### config.mk
export PLATFORM = sky130hd
export DESIGN_NAME = psg_shutoff
export DESIGN_NICKNAME = d
export VERILOG_FILES = /design/src/verilog/psg_pkg.sv /design/src/verilog/psg_gnd_filter.sv /design/src/verilog/psg_shutoff.sv /design/src/verilog/psg_sync2.sv
export SDC_FILE = /design/constraint.sdc
export NUM_CORES = 1
export LEC_CHECK = 0
export ABC_AREA = 1
export BUFFER_PORTS_ARGS = -buffer_cell sky130_fd_sc_hd__buf_2
export CAP_MARGIN = 20
export CORE_MARGIN = 3
export CORE_UTILIZATION = 43
export DETAILED_ROUTE_END_ITERATION = 8
export PLACE_DENSITY = 0.76
export SETUP_SLACK_MARGIN = 0.05
export SLEW_MARGIN = 20
export SYNTH_ARGS = -nofsm -noshare
export SYNTH_HDL_FRONTEND = slang
export SYNTH_SLANG_ARGS = --single-unit
export TNS_END_PERCENT = 50
### constraint.sdc
create_clock -name clk_i -period 1.6 [get_ports clk_i]
set_clock_uncertainty 0.1 [all_clocks]
set_input_delay 0.16 -clock clk_i [delete_from_list [all_inputs] [get_ports clk_i]]
set_output_delay 0.16 -clock clk_i [all_outputs]
set_load 0.01 [all_outputs]
### src/verilog/psg_pkg.sv
// constants, register map and field layout of the pre-driver shutoff gate
package psg_pkg;
    localparam int unsigned  CLK_HZ          = 25000000;
    localparam int unsigned  NUM_DRV         = 7;
    localparam int unsigned  NUM_GND         = 3;
    localparam int unsigned  AW              = 8;
    localparam int unsigned  DW              = 32;

    // ground loss filter interval, ns, and derived cycles (rounded up)
    localparam int unsigned  GND_FILTER_NS   = 10000;
    localparam int unsigned  GND_FILTER_CYC  =
        (GND_FILTER_NS * (CLK_HZ / 1000000) + 999) / 1000;
    localparam int unsigned  FILT_CW         = 12;

    // register byte offsets
    localparam logic [7:0]   OFS_GATE_CFG    = 8'h00;
    localparam logic [7:0]   OFS_STATUS      = 8'h04;
    localparam logic [7:0]   OFS_EVT_STATUS  = 8'h08;
    localparam logic [7:0]   OFS_EVT_CLEAR   = 8'h0C;
    localparam logic [7:0]   OFS_EVT_ENABLE  = 8'h10;

    // gate configuration bits
    localparam int unsigned  CFG_HS_FIVE     = 0;
    localparam int unsigned  CFG_HS_SEVEN    = 1;
    localparam int unsigned  CFG_LS_FIVE     = 2;
    localparam int unsigned  CFG_LS_SEVEN    = 3;
    localparam int unsigned  CFG_W           = 4;
    localparam logic [3:0]   CFG_RESET       = 4'h0;

    // status bits
    localparam int unsigned  ST_KILL_LEVEL   = 0;
    localparam int unsigned  ST_FAULT        = 1;
    localparam int unsigned  ST_GND_LOSS     = 2;

    // event bits
    localparam int unsigned  EV_KILL         = 0;
    localparam int unsigned  EV_FAULT        = 1;
    localparam int unsigned  EV_W            = 2;
    localparam logic [1:0]   EV_RESET        = 2'h0;

    // driver index of drivers five and seven
    localparam int unsigned  IDX_FIVE        = 4;
    localparam int unsigned  IDX_SEVEN       = 6;
    // drivers one to four and six are wired straight to the pin
    localparam logic [6:0]   DIRECT_MASK     = 7'h2F;
endpackage : psg_pkg

### src/verilog/psg_gnd_filter.sv
// ground loss filter that raises the supply fault flag
`timescale 1ns/1ps
module psg_gnd_filter
    import psg_pkg::*;
(
    // clock and reset
    input  wire logic clk_i,
    input  wire logic rst_n_i,
    // detection
    input  wire logic loss_i,
    output logic      fault_o
);
    localparam logic [FILT_CW-1:0] LAST = FILT_CW'(GND_FILTER_CYC - 1);

    typedef struct packed {
        logic [FILT_CW-1:0] cnt;
        logic               fault;
    } psg_filt_t;

    psg_filt_t st_reg;
    psg_filt_t st_next;

    always_comb
    begin
        st_next = st_reg;
        if (!loss_i)
        begin
            st_next.cnt   = '0;
            st_next.fault = 1'b0;
        end
        else if (st_reg.cnt == LAST)
            st_next.fault = 1'b1;
        else
            st_next.cnt = st_reg.cnt + FILT_CW'(1);
    end

    always_ff @(posedge clk_i or negedge rst_n_i)
    begin
        if (!rst_n_i)
            st_reg <= '0;
        else
            st_reg <= st_next;
    end

    assign fault_o = st_reg.fault;

    chk_filter_hold_time: assert property (
        @(posedge clk_i) disable iff (!rst_n_i)
        $rose(st_reg.fault) |-> $past(st_reg.cnt) == LAST && $past(loss_i))
        else $error("fault raised before filter interval");
    chk_filter_release: assert property (
        @(posedge clk_i) disable iff (!rst_n_i)
        !loss_i |=> !st_reg.fault && st_reg.cnt == '0)
        else $error("fault held without ground loss");
endmodule : psg_gnd_filter

### src/verilog/psg_shutoff.sv
// pre-driver shutoff gate with avalon register slave
//
// Design decisions made here: the register addresses and the Avalon-MM interface to the registers.
`timescale 1ns/1ps
// Summary of operation
// - ground loss raises supply fault flag and turns every pre-driver off.
// - ground loss passes a filter interval before the fault flag acts.
// - any one or two of three grounds open is a ground loss.
// - negated kill pin turns off every driver without a gating option.
// - kill pin level is readable in a status register.
// - high-side one to four and six cut by direct pin path.
// - low-side one to four and six cut by direct pin path.
// - drivers five and seven are gated by the kill pin through core only.
// - direct path works without clock or core; driver defaults off.
module psg_shutoff
    import psg_pkg::*;
(
    // clock and reset
    input  wire logic                  clk_i,
    input  wire logic                  rst_b_i,
    // pins and analog indications
    input  wire logic                  predriver_kill_n_i,
    input  wire logic [NUM_GND-1:0]    gnd_open_i,
    // driver requests from the actuator logic
    input  wire logic [NUM_DRV-1:0]    hs_req_i,
    input  wire logic [NUM_DRV-1:0]    ls_req_i,
    // pre-driver enables and supply fault flag
    output logic      [NUM_DRV-1:0]    hs_drv_o,
    output logic      [NUM_DRV-1:0]    ls_drv_o,
    output logic                       supply_fault_flag_o,
    // avalon-mm slave
    input  wire logic [psg_pkg::AW-1:0] avs_address_i,
    input  wire logic                  avs_read_i,
    input  wire logic                  avs_write_i,
    input  wire logic [psg_pkg::DW-1:0] avs_writedata_i,
    output logic      [psg_pkg::DW-1:0] avs_readdata_o,
    output logic                       avs_waitrequest_o,
    // interrupt
    output logic                       irq_o
);
    import psg_pkg::*;

    typedef struct packed {
        logic              waitreq;
        logic [DW-1:0]     rdata;
        logic [CFG_W-1:0]  cfg;
        logic [EV_W-1:0]   ev_st;
        logic [EV_W-1:0]   ev_en;
        logic              irq;
        logic [NUM_DRV-1:0] core_hs;
        logic [NUM_DRV-1:0] core_ls;
        logic              kill_prev;
        logic              fault_prev;
    } psg_state_t;

    psg_state_t st_reg;
    psg_state_t st_next;

    logic              rst_meta_reg;
    logic              rst_n;
    logic              kill_sync;
    logic [NUM_GND-1:0] open_sync;
    logic              gnd_loss;
    logic              fault;
    logic              req_new;
    logic              gate_hs5;
    logic              gate_hs7;
    logic              gate_ls5;
    logic              gate_ls7;
    logic [NUM_DRV-1:0] opt_off_hs;
    logic [NUM_DRV-1:0] opt_off_ls;
    logic [EV_W-1:0]   ev_set;
    logic [EV_W-1:0]   ev_clr;

    // reset release through two flip-flops
    always_ff @(posedge clk_i or negedge rst_b_i)
    begin
        if (!rst_b_i)
        begin
            rst_meta_reg <= 1'b0;
            rst_n        <= 1'b0;
        end
        else
        begin
            rst_meta_reg <= 1'b1;
            rst_n        <= rst_meta_reg;
        end
    end

    psg_sync2 #(
        .W (1 + NUM_GND)
    ) u_pin_sync (
        .clk_i   (clk_i),
        .rst_n_i (rst_n),
        .async_i ({predriver_kill_n_i, gnd_open_i}),
        .sync_o  ({kill_sync, open_sync})
    );

    // loss only detectable while one ground still holds
    assign gnd_loss = (|open_sync) && !(&open_sync);

    psg_gnd_filter u_filter (
        .clk_i   (clk_i),
        .rst_n_i (rst_n),
        .loss_i  (gnd_loss),
        .fault_o (fault)
    );

    assign gate_hs5 = st_reg.cfg[CFG_HS_FIVE]  && !kill_sync;
    assign gate_hs7 = st_reg.cfg[CFG_HS_SEVEN] && !kill_sync;
    assign gate_ls5 = st_reg.cfg[CFG_LS_FIVE]  && !kill_sync;
    assign gate_ls7 = st_reg.cfg[CFG_LS_SEVEN] && !kill_sync;

    // optional drivers gated by the core only
    always_comb
    begin
        opt_off_hs            = '0;
        opt_off_ls            = '0;
        opt_off_hs[IDX_FIVE]  = gate_hs5;
        opt_off_hs[IDX_SEVEN] = gate_hs7;
        opt_off_ls[IDX_FIVE]  = gate_ls5;
        opt_off_ls[IDX_SEVEN] = gate_ls7;
    end

    assign req_new = (avs_read_i || avs_write_i) && st_reg.waitreq;
    assign ev_set  = {fault && !st_reg.fault_prev,
                      !kill_sync && st_reg.kill_prev};
    assign ev_clr  = (avs_write_i && !st_reg.waitreq &&
                      avs_address_i == OFS_EVT_CLEAR) ?
                     avs_writedata_i[EV_W-1:0] : '0;

    always_comb
    begin
        st_next            = st_reg;
        st_next.kill_prev  = kill_sync;
        st_next.fault_prev = fault;
        // core decision, fault overrides all requests
        st_next.core_hs = fault ? '0 : hs_req_i & ~opt_off_hs;
        st_next.core_ls = fault ? '0 : ls_req_i & ~opt_off_ls;
        // one wait cycle, answer on the next edge
        st_next.waitreq = !req_new;
        if (req_new && avs_read_i)
        begin
            case (avs_address_i)
                OFS_GATE_CFG:   st_next.rdata = DW'(st_reg.cfg);
                OFS_STATUS:     st_next.rdata =
                    DW'({gnd_loss, fault, kill_sync});
                OFS_EVT_STATUS: st_next.rdata = DW'(st_reg.ev_st);
                OFS_EVT_ENABLE: st_next.rdata = DW'(st_reg.ev_en);
                default:        st_next.rdata = '0;
            endcase
        end
        if (avs_write_i && !st_reg.waitreq)
        begin
            case (avs_address_i)
                OFS_GATE_CFG:   st_next.cfg   = avs_writedata_i[CFG_W-1:0];
                OFS_EVT_ENABLE: st_next.ev_en = avs_writedata_i[EV_W-1:0];
                default:        st_next.cfg   = st_reg.cfg;
            endcase
        end
        // set wins over clear
        st_next.ev_st = (st_reg.ev_st & ~ev_clr) | ev_set;
        st_next.irq   = |(st_next.ev_st & st_next.ev_en);
    end

    always_ff @(posedge clk_i or negedge rst_n)
    begin
        if (!rst_n)
        begin
            st_reg           <= '0;
            st_reg.waitreq   <= 1'b1;
            st_reg.cfg       <= CFG_RESET;
            st_reg.ev_st     <= EV_RESET;
            st_reg.ev_en     <= EV_RESET;
            // matches the kill synchroniser's reset level: no false event
            st_reg.kill_prev <= 1'b0;
        end
        else
            st_reg <= st_next;
    end

    // direct pin path: raw kill pin gates drivers, no clock involved
    for (genvar i = 0; i < NUM_DRV; i++)
    begin : g_drv
        if (DIRECT_MASK[i])
        begin : g_direct
            assign hs_drv_o[i] = st_reg.core_hs[i] &&
                                 predriver_kill_n_i;
            assign ls_drv_o[i] = st_reg.core_ls[i] &&
                                 predriver_kill_n_i;
        end
        else
        begin : g_core
            assign hs_drv_o[i] = st_reg.core_hs[i];
            assign ls_drv_o[i] = st_reg.core_ls[i];
        end
    end

    assign supply_fault_flag_o = st_reg.fault_prev;
    assign avs_readdata_o      = st_reg.rdata;
    assign avs_waitrequest_o   = st_reg.waitreq;
    assign irq_o               = st_reg.irq;

    chk_fault_hs_off: assert property (
        @(posedge clk_i) disable iff (!rst_n)
        fault |=> hs_drv_o == '0 && ls_drv_o == '0)
        else $error("driver on during supply fault");
    chk_fault_no_rise: assert property (
        @(posedge clk_i) disable iff (!rst_n)
        supply_fault_flag_o |-> !$rose(|{hs_drv_o, ls_drv_o}))
        else $error("driver rose while fault flagged");
    chk_direct_hs_off: assert property (
        @(posedge clk_i) disable iff (!rst_n)
        !predriver_kill_n_i |-> (hs_drv_o & DIRECT_MASK) == '0)
        else $error("direct high side on with kill negated");
    chk_direct_ls_off: assert property (
        @(posedge clk_i) disable iff (!rst_n)
        !predriver_kill_n_i |-> (ls_drv_o & DIRECT_MASK) == '0)
        else $error("direct low side on with kill negated");
    chk_opt_gate_hs5: assert property (
        @(posedge clk_i) disable iff (!rst_n)
        st_reg.cfg[CFG_HS_FIVE] && !kill_sync |=> !hs_drv_o[IDX_FIVE])
        else $error("gated driver five stayed on");
    chk_opt_pass_ls7: assert property (
        @(posedge clk_i) disable iff (!rst_n)
        !st_reg.cfg[CFG_LS_SEVEN] && !fault && ls_req_i[IDX_SEVEN]
        |=> ls_drv_o[IDX_SEVEN])
        else $error("ungated driver seven was cut");
    chk_kill_readback: assert property (
        @(posedge clk_i) disable iff (!rst_n)
        req_new && avs_read_i && avs_address_i == OFS_STATUS
        |=> avs_readdata_o[ST_KILL_LEVEL] == $past(kill_sync))
        else $error("kill level readback wrong");
    chk_gnd_loss_set: assert property (
        @(posedge clk_i) disable iff (!rst_n)
        gnd_loss [*8] |-> ##[0:300] fault || !gnd_loss)
        else $error("ground loss did not raise fault");
    chk_wait_one: assert property (
        @(posedge clk_i) disable iff (!rst_n)
        req_new |=> !avs_waitrequest_o ##1 avs_waitrequest_o)
        else $error("waitrequest not one cycle");
    chk_irq_level: assert property (
        @(posedge clk_i) disable iff (!rst_n)
        ##1 irq_o == |($past(st_next.ev_st) & $past(st_next.ev_en)))
        else $error("interrupt level wrong");
    chk_opt_gate_hs7: assert property (
        @(posedge clk_i) disable iff (!rst_n)
        st_reg.cfg[CFG_HS_SEVEN] && !kill_sync |=> !hs_drv_o[IDX_SEVEN])
        else $error("gated high side seven stayed on");
    chk_opt_gate_ls5: assert property (
        @(posedge clk_i) disable iff (!rst_n)
        st_reg.cfg[CFG_LS_FIVE] && !kill_sync |=> !ls_drv_o[IDX_FIVE])
        else $error("gated low side five stayed on");
    chk_opt_gate_ls7: assert property (
        @(posedge clk_i) disable iff (!rst_n)
        st_reg.cfg[CFG_LS_SEVEN] && !kill_sync |=> !ls_drv_o[IDX_SEVEN])
        else $error("gated low side seven stayed on");
    chk_opt_pass_hs5: assert property (
        @(posedge clk_i) disable iff (!rst_n)
        !st_reg.cfg[CFG_HS_FIVE] && !fault && hs_req_i[IDX_FIVE]
        |=> hs_drv_o[IDX_FIVE])
        else $error("ungated high side five was cut");
    chk_direct_pass_hs: assert property (
        @(posedge clk_i) disable iff (!rst_n)
        hs_req_i[0] && !fault |=> hs_drv_o[0] == predriver_kill_n_i)
        else $error("direct high side one not following pin");
    chk_direct_pass_ls: assert property (
        @(posedge clk_i) disable iff (!rst_n)
        ls_req_i[0] && !fault |=> ls_drv_o[0] == predriver_kill_n_i)
        else $error("direct low side one not following pin");
    chk_flag_follows: assert property (
        @(posedge clk_i) disable iff (!rst_n)
        fault |=> supply_fault_flag_o)
        else $error("supply fault flag missed the fault");
    chk_all_open_none: assert property (
        @(posedge clk_i) disable iff (!rst_n)
        &open_sync |=> !fault)
        else $error("fault raised with every ground open");
    chk_kill_event: assert property (
        @(posedge clk_i) disable iff (!rst_n)
        $fell(kill_sync) |=> st_reg.ev_st[EV_KILL])
        else $error("kill event not recorded");
    chk_event_sticky: assert property (
        @(posedge clk_i) disable iff (!rst_n)
        st_reg.ev_st[EV_FAULT] && !ev_clr[EV_FAULT]
        |=> st_reg.ev_st[EV_FAULT])
        else $error("fault event lost without clear");
    chk_set_over_clr: assert property (
        @(posedge clk_i) disable iff (!rst_n)
        ev_set[EV_FAULT] |=> st_reg.ev_st[EV_FAULT])
        else $error("fault event set did not win");
    chk_cfg_write: assert property (
        @(posedge clk_i) disable iff (!rst_n)
        avs_write_i && !st_reg.waitreq && avs_address_i == OFS_GATE_CFG
        |=> st_reg.cfg == $past(avs_writedata_i[CFG_W-1:0]))
        else $error("gate configuration write lost");
    chk_clear_reads_zero: assert property (
        @(posedge clk_i) disable iff (!rst_n)
        req_new && avs_read_i && avs_address_i == OFS_EVT_CLEAR
        |=> avs_readdata_o == '0)
        else $error("event clear register read not zero");
    chk_idle_wait_high: assert property (
        @(posedge clk_i) disable iff (!rst_n)
        !avs_read_i && !avs_write_i |=> avs_waitrequest_o)
        else $error("waitrequest low while idle");
    chk_rdata_hold: assert property (
        @(posedge clk_i) disable iff (!rst_n)
        !(req_new && avs_read_i) |=> $stable(avs_readdata_o))
        else $error("read data changed without a read");
endmodule : psg_shutoff

### src/verilog/psg_sync2.sv
// two flip-flop synchroniser for pin levels
`timescale 1ns/1ps
module psg_sync2 #(
    parameter int unsigned W = 1
) (
    // clock and reset
    input  wire logic         clk_i,
    input  wire logic         rst_n_i,
    // levels
    input  wire logic [W-1:0] async_i,
    output logic      [W-1:0] sync_o
);
    typedef struct packed {
        logic [W-1:0] meta;
        logic [W-1:0] sync;
    } psg_sync_t;

    psg_sync_t st_reg;
    psg_sync_t st_next;

    always_comb
    begin
        st_next.meta = async_i;
        st_next.sync = st_reg.meta;
    end

    always_ff @(posedge clk_i or negedge rst_n_i)
    begin
        if (!rst_n_i)
            st_reg <= '0;
        else
            st_reg <= st_next;
    end

    assign sync_o = st_reg.sync;
endmodule : psg_sync2
==> flow_summary.json <==
{
  "setup_tns_ns": 0,
  "power.internal_w": 0.00185,
  "p_sw_w": 0.000647,
  "routedWlPerCell_um": 10.6,
  "min_period_ns": 1.46,
  "grt_max_degree": 33,
  "grt_pass1_wl_um": 8510,
  "period_share_pct": 91.0,
  "syn_to_final_growth_pct": 20.7,
  "rsz0062_at_grt": "true",
  "cts_setup_buffers": 0,
  "largest_register_ffs": 19,
  "tritoncts": "yes",
  "p_per_area_nw_per_um2": 788,
  "dieArea_um2": 7090,
  "cp-start-kind": "flip-flop",
  "post-dp-hpwl_um": 3610,
  "pwr-share-seq_pct": 58.1,
  "worstSkewPairLatency_ns": 0.30,
  "first_pass_iters": 4,
  "cts_buffers": 5,
  "die_h_um": 84.2,
  "timing_max_transition_violations_final": 0,
  "path_clk_slew_ns": 0.09,
  "diodes": 0,
  "die_w_um": 84.2,
  "path_class": "flip-flop to flip-flop",
  "place_congestion": 0.819,
  "num_vias": 2024,
  "drt.antenna.violating_nets": 0,
  "grt_usage_pct": 14.6,
  "first_global_vias": 1981,
  "switching_share_pct": 25.9,
  "fin_cells": 461,
  "io_pins": 111,
  "crit_required_ns": 1.73,
  "io_buffers": 54,
  "p_leak_nw": 1.82,
  "viasPerCell": 4.39,
  "hold_violations": 0,
  "initial_core_util_pct": 46.0,
  "comb_power_share_pct": 12.8,
  "route.detailed.drc": 0,
  "netlist_area_um2": 2630,
  "n_fill_cell": 531,
  "max_freq_mhz": 687,
  "htreeDepth": 2,
  "final_layout_size_suffix_gt1_share_pct": 22.9,
  "antenna_found_initial": 0,
  "core-area_um2": 5710,
  "hold_path_class": "primary input to flip-flop",
  "worst_ir_drop_vdd_mv": 0.507,
  "grt_overflow_total": 0,
  "rows": 27,
  "arrival_ns": 1.58,
  "synth_seq_cells": 53,
  "drt_first_iter_violations": 105,
  "root_buffer": "clkbuf_8",
  "critPathMaxFanout": 5,
  "fin_nets": 452,
  "cts_num_sinks": 53,
  "ys_seq_area_share_pct": 50.5,
  "clk_path_buf_depth": 2,
  "yosys_warnings": 0,
  "postRouteWirelength_um": 4900,
  "placedCellCount": 430,
  "drv_cap": 0,
  "status": "complete, no violations",
  "syn_avg_cell_area_um2": 8.43,
  "end_kind": "flip-flop",
  "setup_violations": 0,
  "synth.distinct_cells": 29,
  "clockPowerShare_pct": 29.1,
  "synthCells": 312
}
-- power groups by stage --
stage          Combinational, W  Clock [W]  Sequential, W
4_1_cts                0.000320   0.000754        0.00145
6_report               0.000321   0.000727        0.00145
5_1_grt                0.000368   0.000814        0.00146
3_3_place_gp           0.000271          0        0.00147
3_5_place_dp           0.000276          0        0.00148
2_1_floorplan          0.000219          0        0.00148
-- worst max-delay path: stages, from the launching register on --
cell and delay (ns):
dfrtp_1 0.45, ha_1 0.22, nand3_1 0.19, nor3_2 0.23
nand2_1 0.08, a21oi_2 0.12
-- path summary, 6_finish.rpt --
| path | cells past startpoint | from | endpoint | slack (ns) |
|---|---|---|---|---|
| max | 5 | u_filter.st_reg[1] | u_filter.st_reg[11] | 0.14 |
| min | 3 | avs_writedata_i[1] | st_reg[22] | 0.04 |
| max reg2reg | 5 | u_filter.st_reg[1] | u_filter.st_reg[11] | 0.14 |
| min reg2reg | 0 | rst_n | u_pin_sync.sync_o[1] | 0.13 |
| max in group asynchronous | 1 | rst_n | u_filter.st_reg[10] | 0.74 |
| min in group asynchronous | 2 | rst_b_i | rst_n | 0.06 |
-- placed cells by master, fill, tap and decap left out, types with 4 or more instances in the layout --
master	n
inv_2	4
conb_1	29
a21oi_1	6
nand3_1	23
nand2_1	79
o21ai_1	4
clkbuf_8	5
inv_1	43
buf_2	54
nor2_1	30
dfrtp_1	51
dlygate4sd3_1	23
-- cells in the mapped netlist --
| cell | n | area share, % |
|---|---|---|
| a31oi_1 | 1 | 0.24 |
| o21ai_0 | 2 | 0.38 |
| inv_1 | 43 | 6.1 |
| nor2_4 | 3 | 1.3 |
| nand2_4 | 1 | 0.43 |
| nand3_1 | 23 | 4.4 |
| conb_1 | 2 | 0.29 |
| clkbuf_1 | 2 | 0.29 |
| dfrtp_1 | 52 | 50 |
| nor4_4 | 1 | 0.81 |
| nand4_1 | 2 | 0.48 |
| nor3_2 | 2 | 0.76 |
| nand3_2 | 1 | 0.38 |
| nand2_2 | 3 | 0.71 |
| a21oi_1 | 6 | 1.1 |
| nor2_1 | 31 | 4.4 |
| nor3_4 | 1 | 0.62 |
| dfstp_2 | 1 | 1.0 |
| nand3b_1 | 2 | 0.57 |
| buf_4 | 37 | 11 |
| a21oi_2 | 2 | 0.67 |
| inv_2 | 4 | 0.57 |
| o21ai_2 | 1 | 0.33 |
| or2_2 | 2 | 0.48 |
| ha_1 | 2 | 0.95 |
| nor2_2 | 1 | 0.24 |
| nand2_1 | 79 | 11 |
| xor2_1 | 1 | 0.33 |
| o21ai_1 | 4 | 0.76 |
-- through the flow --
stage / utilization, % / total power [W] / hold slack, ns / instance area [um2] / worst slack, ns
6_report: 55.6 / 0.00250 / 0.0433 / 3170 / 0.144
5_1_grt: 55.6 / 0.00265 / 0.0367 / 3170 / 0.0453
4_1_cts: 55.4 / 0.00253 / 0.0284 / 3160 / 0.136
3_5_place_dp: 49.9 / 0.00176 / -0.153 / 2850 / 0.152
3_3_place_gp: 49.9 / 0.00175 / -0.154 / 2850 / 0.175
2_1_floorplan: - / 0.00170 / -0.236 / 2730 / 0.335
-- what timing repair did --
item,CTS,global route
gates resized for setup,0,2
hold buffers,23,0
setup endpoints to repair,0,4
endpoints found under the hold margin,23,0
-- per-layer routing --
metal,wire [um],GRT usage [%]
met5,0,0
met4,27,2.19
met3,276,3.43
met2,2550,27.8
met1,2040,16.9
-- layout make-up --
class / instances / area, um2 / share of cell area (%)
clock inverter: 1 / 7.51 / 0.237
multi-input combinational: 200 / 951 / 30.0
tap: 72 / 90.1 / 2.84
inverter: 47 / 176 / 5.56
clock buffer: 7 / 76.3 / 2.41
timing repair buffer: 81 / 543 / 17.1
sequential: 53 / 1330 / 41.9
-- cell families after synthesis --
family | count (synthesis) | share of synthesized area, %
xor gates and xnor gates | 1 | 0.333
other | 2 | 0.286
DFF | 53 | 50.5
AOI/OAI and AO/OA | 16 | 3.52
buffers and inverters | 86 | 17.6
and+or+nand+nor | 152 | 26.8
adders and majority gates | 2 | 0.952
Note: power is estimated with default switching activity, not from simulation.
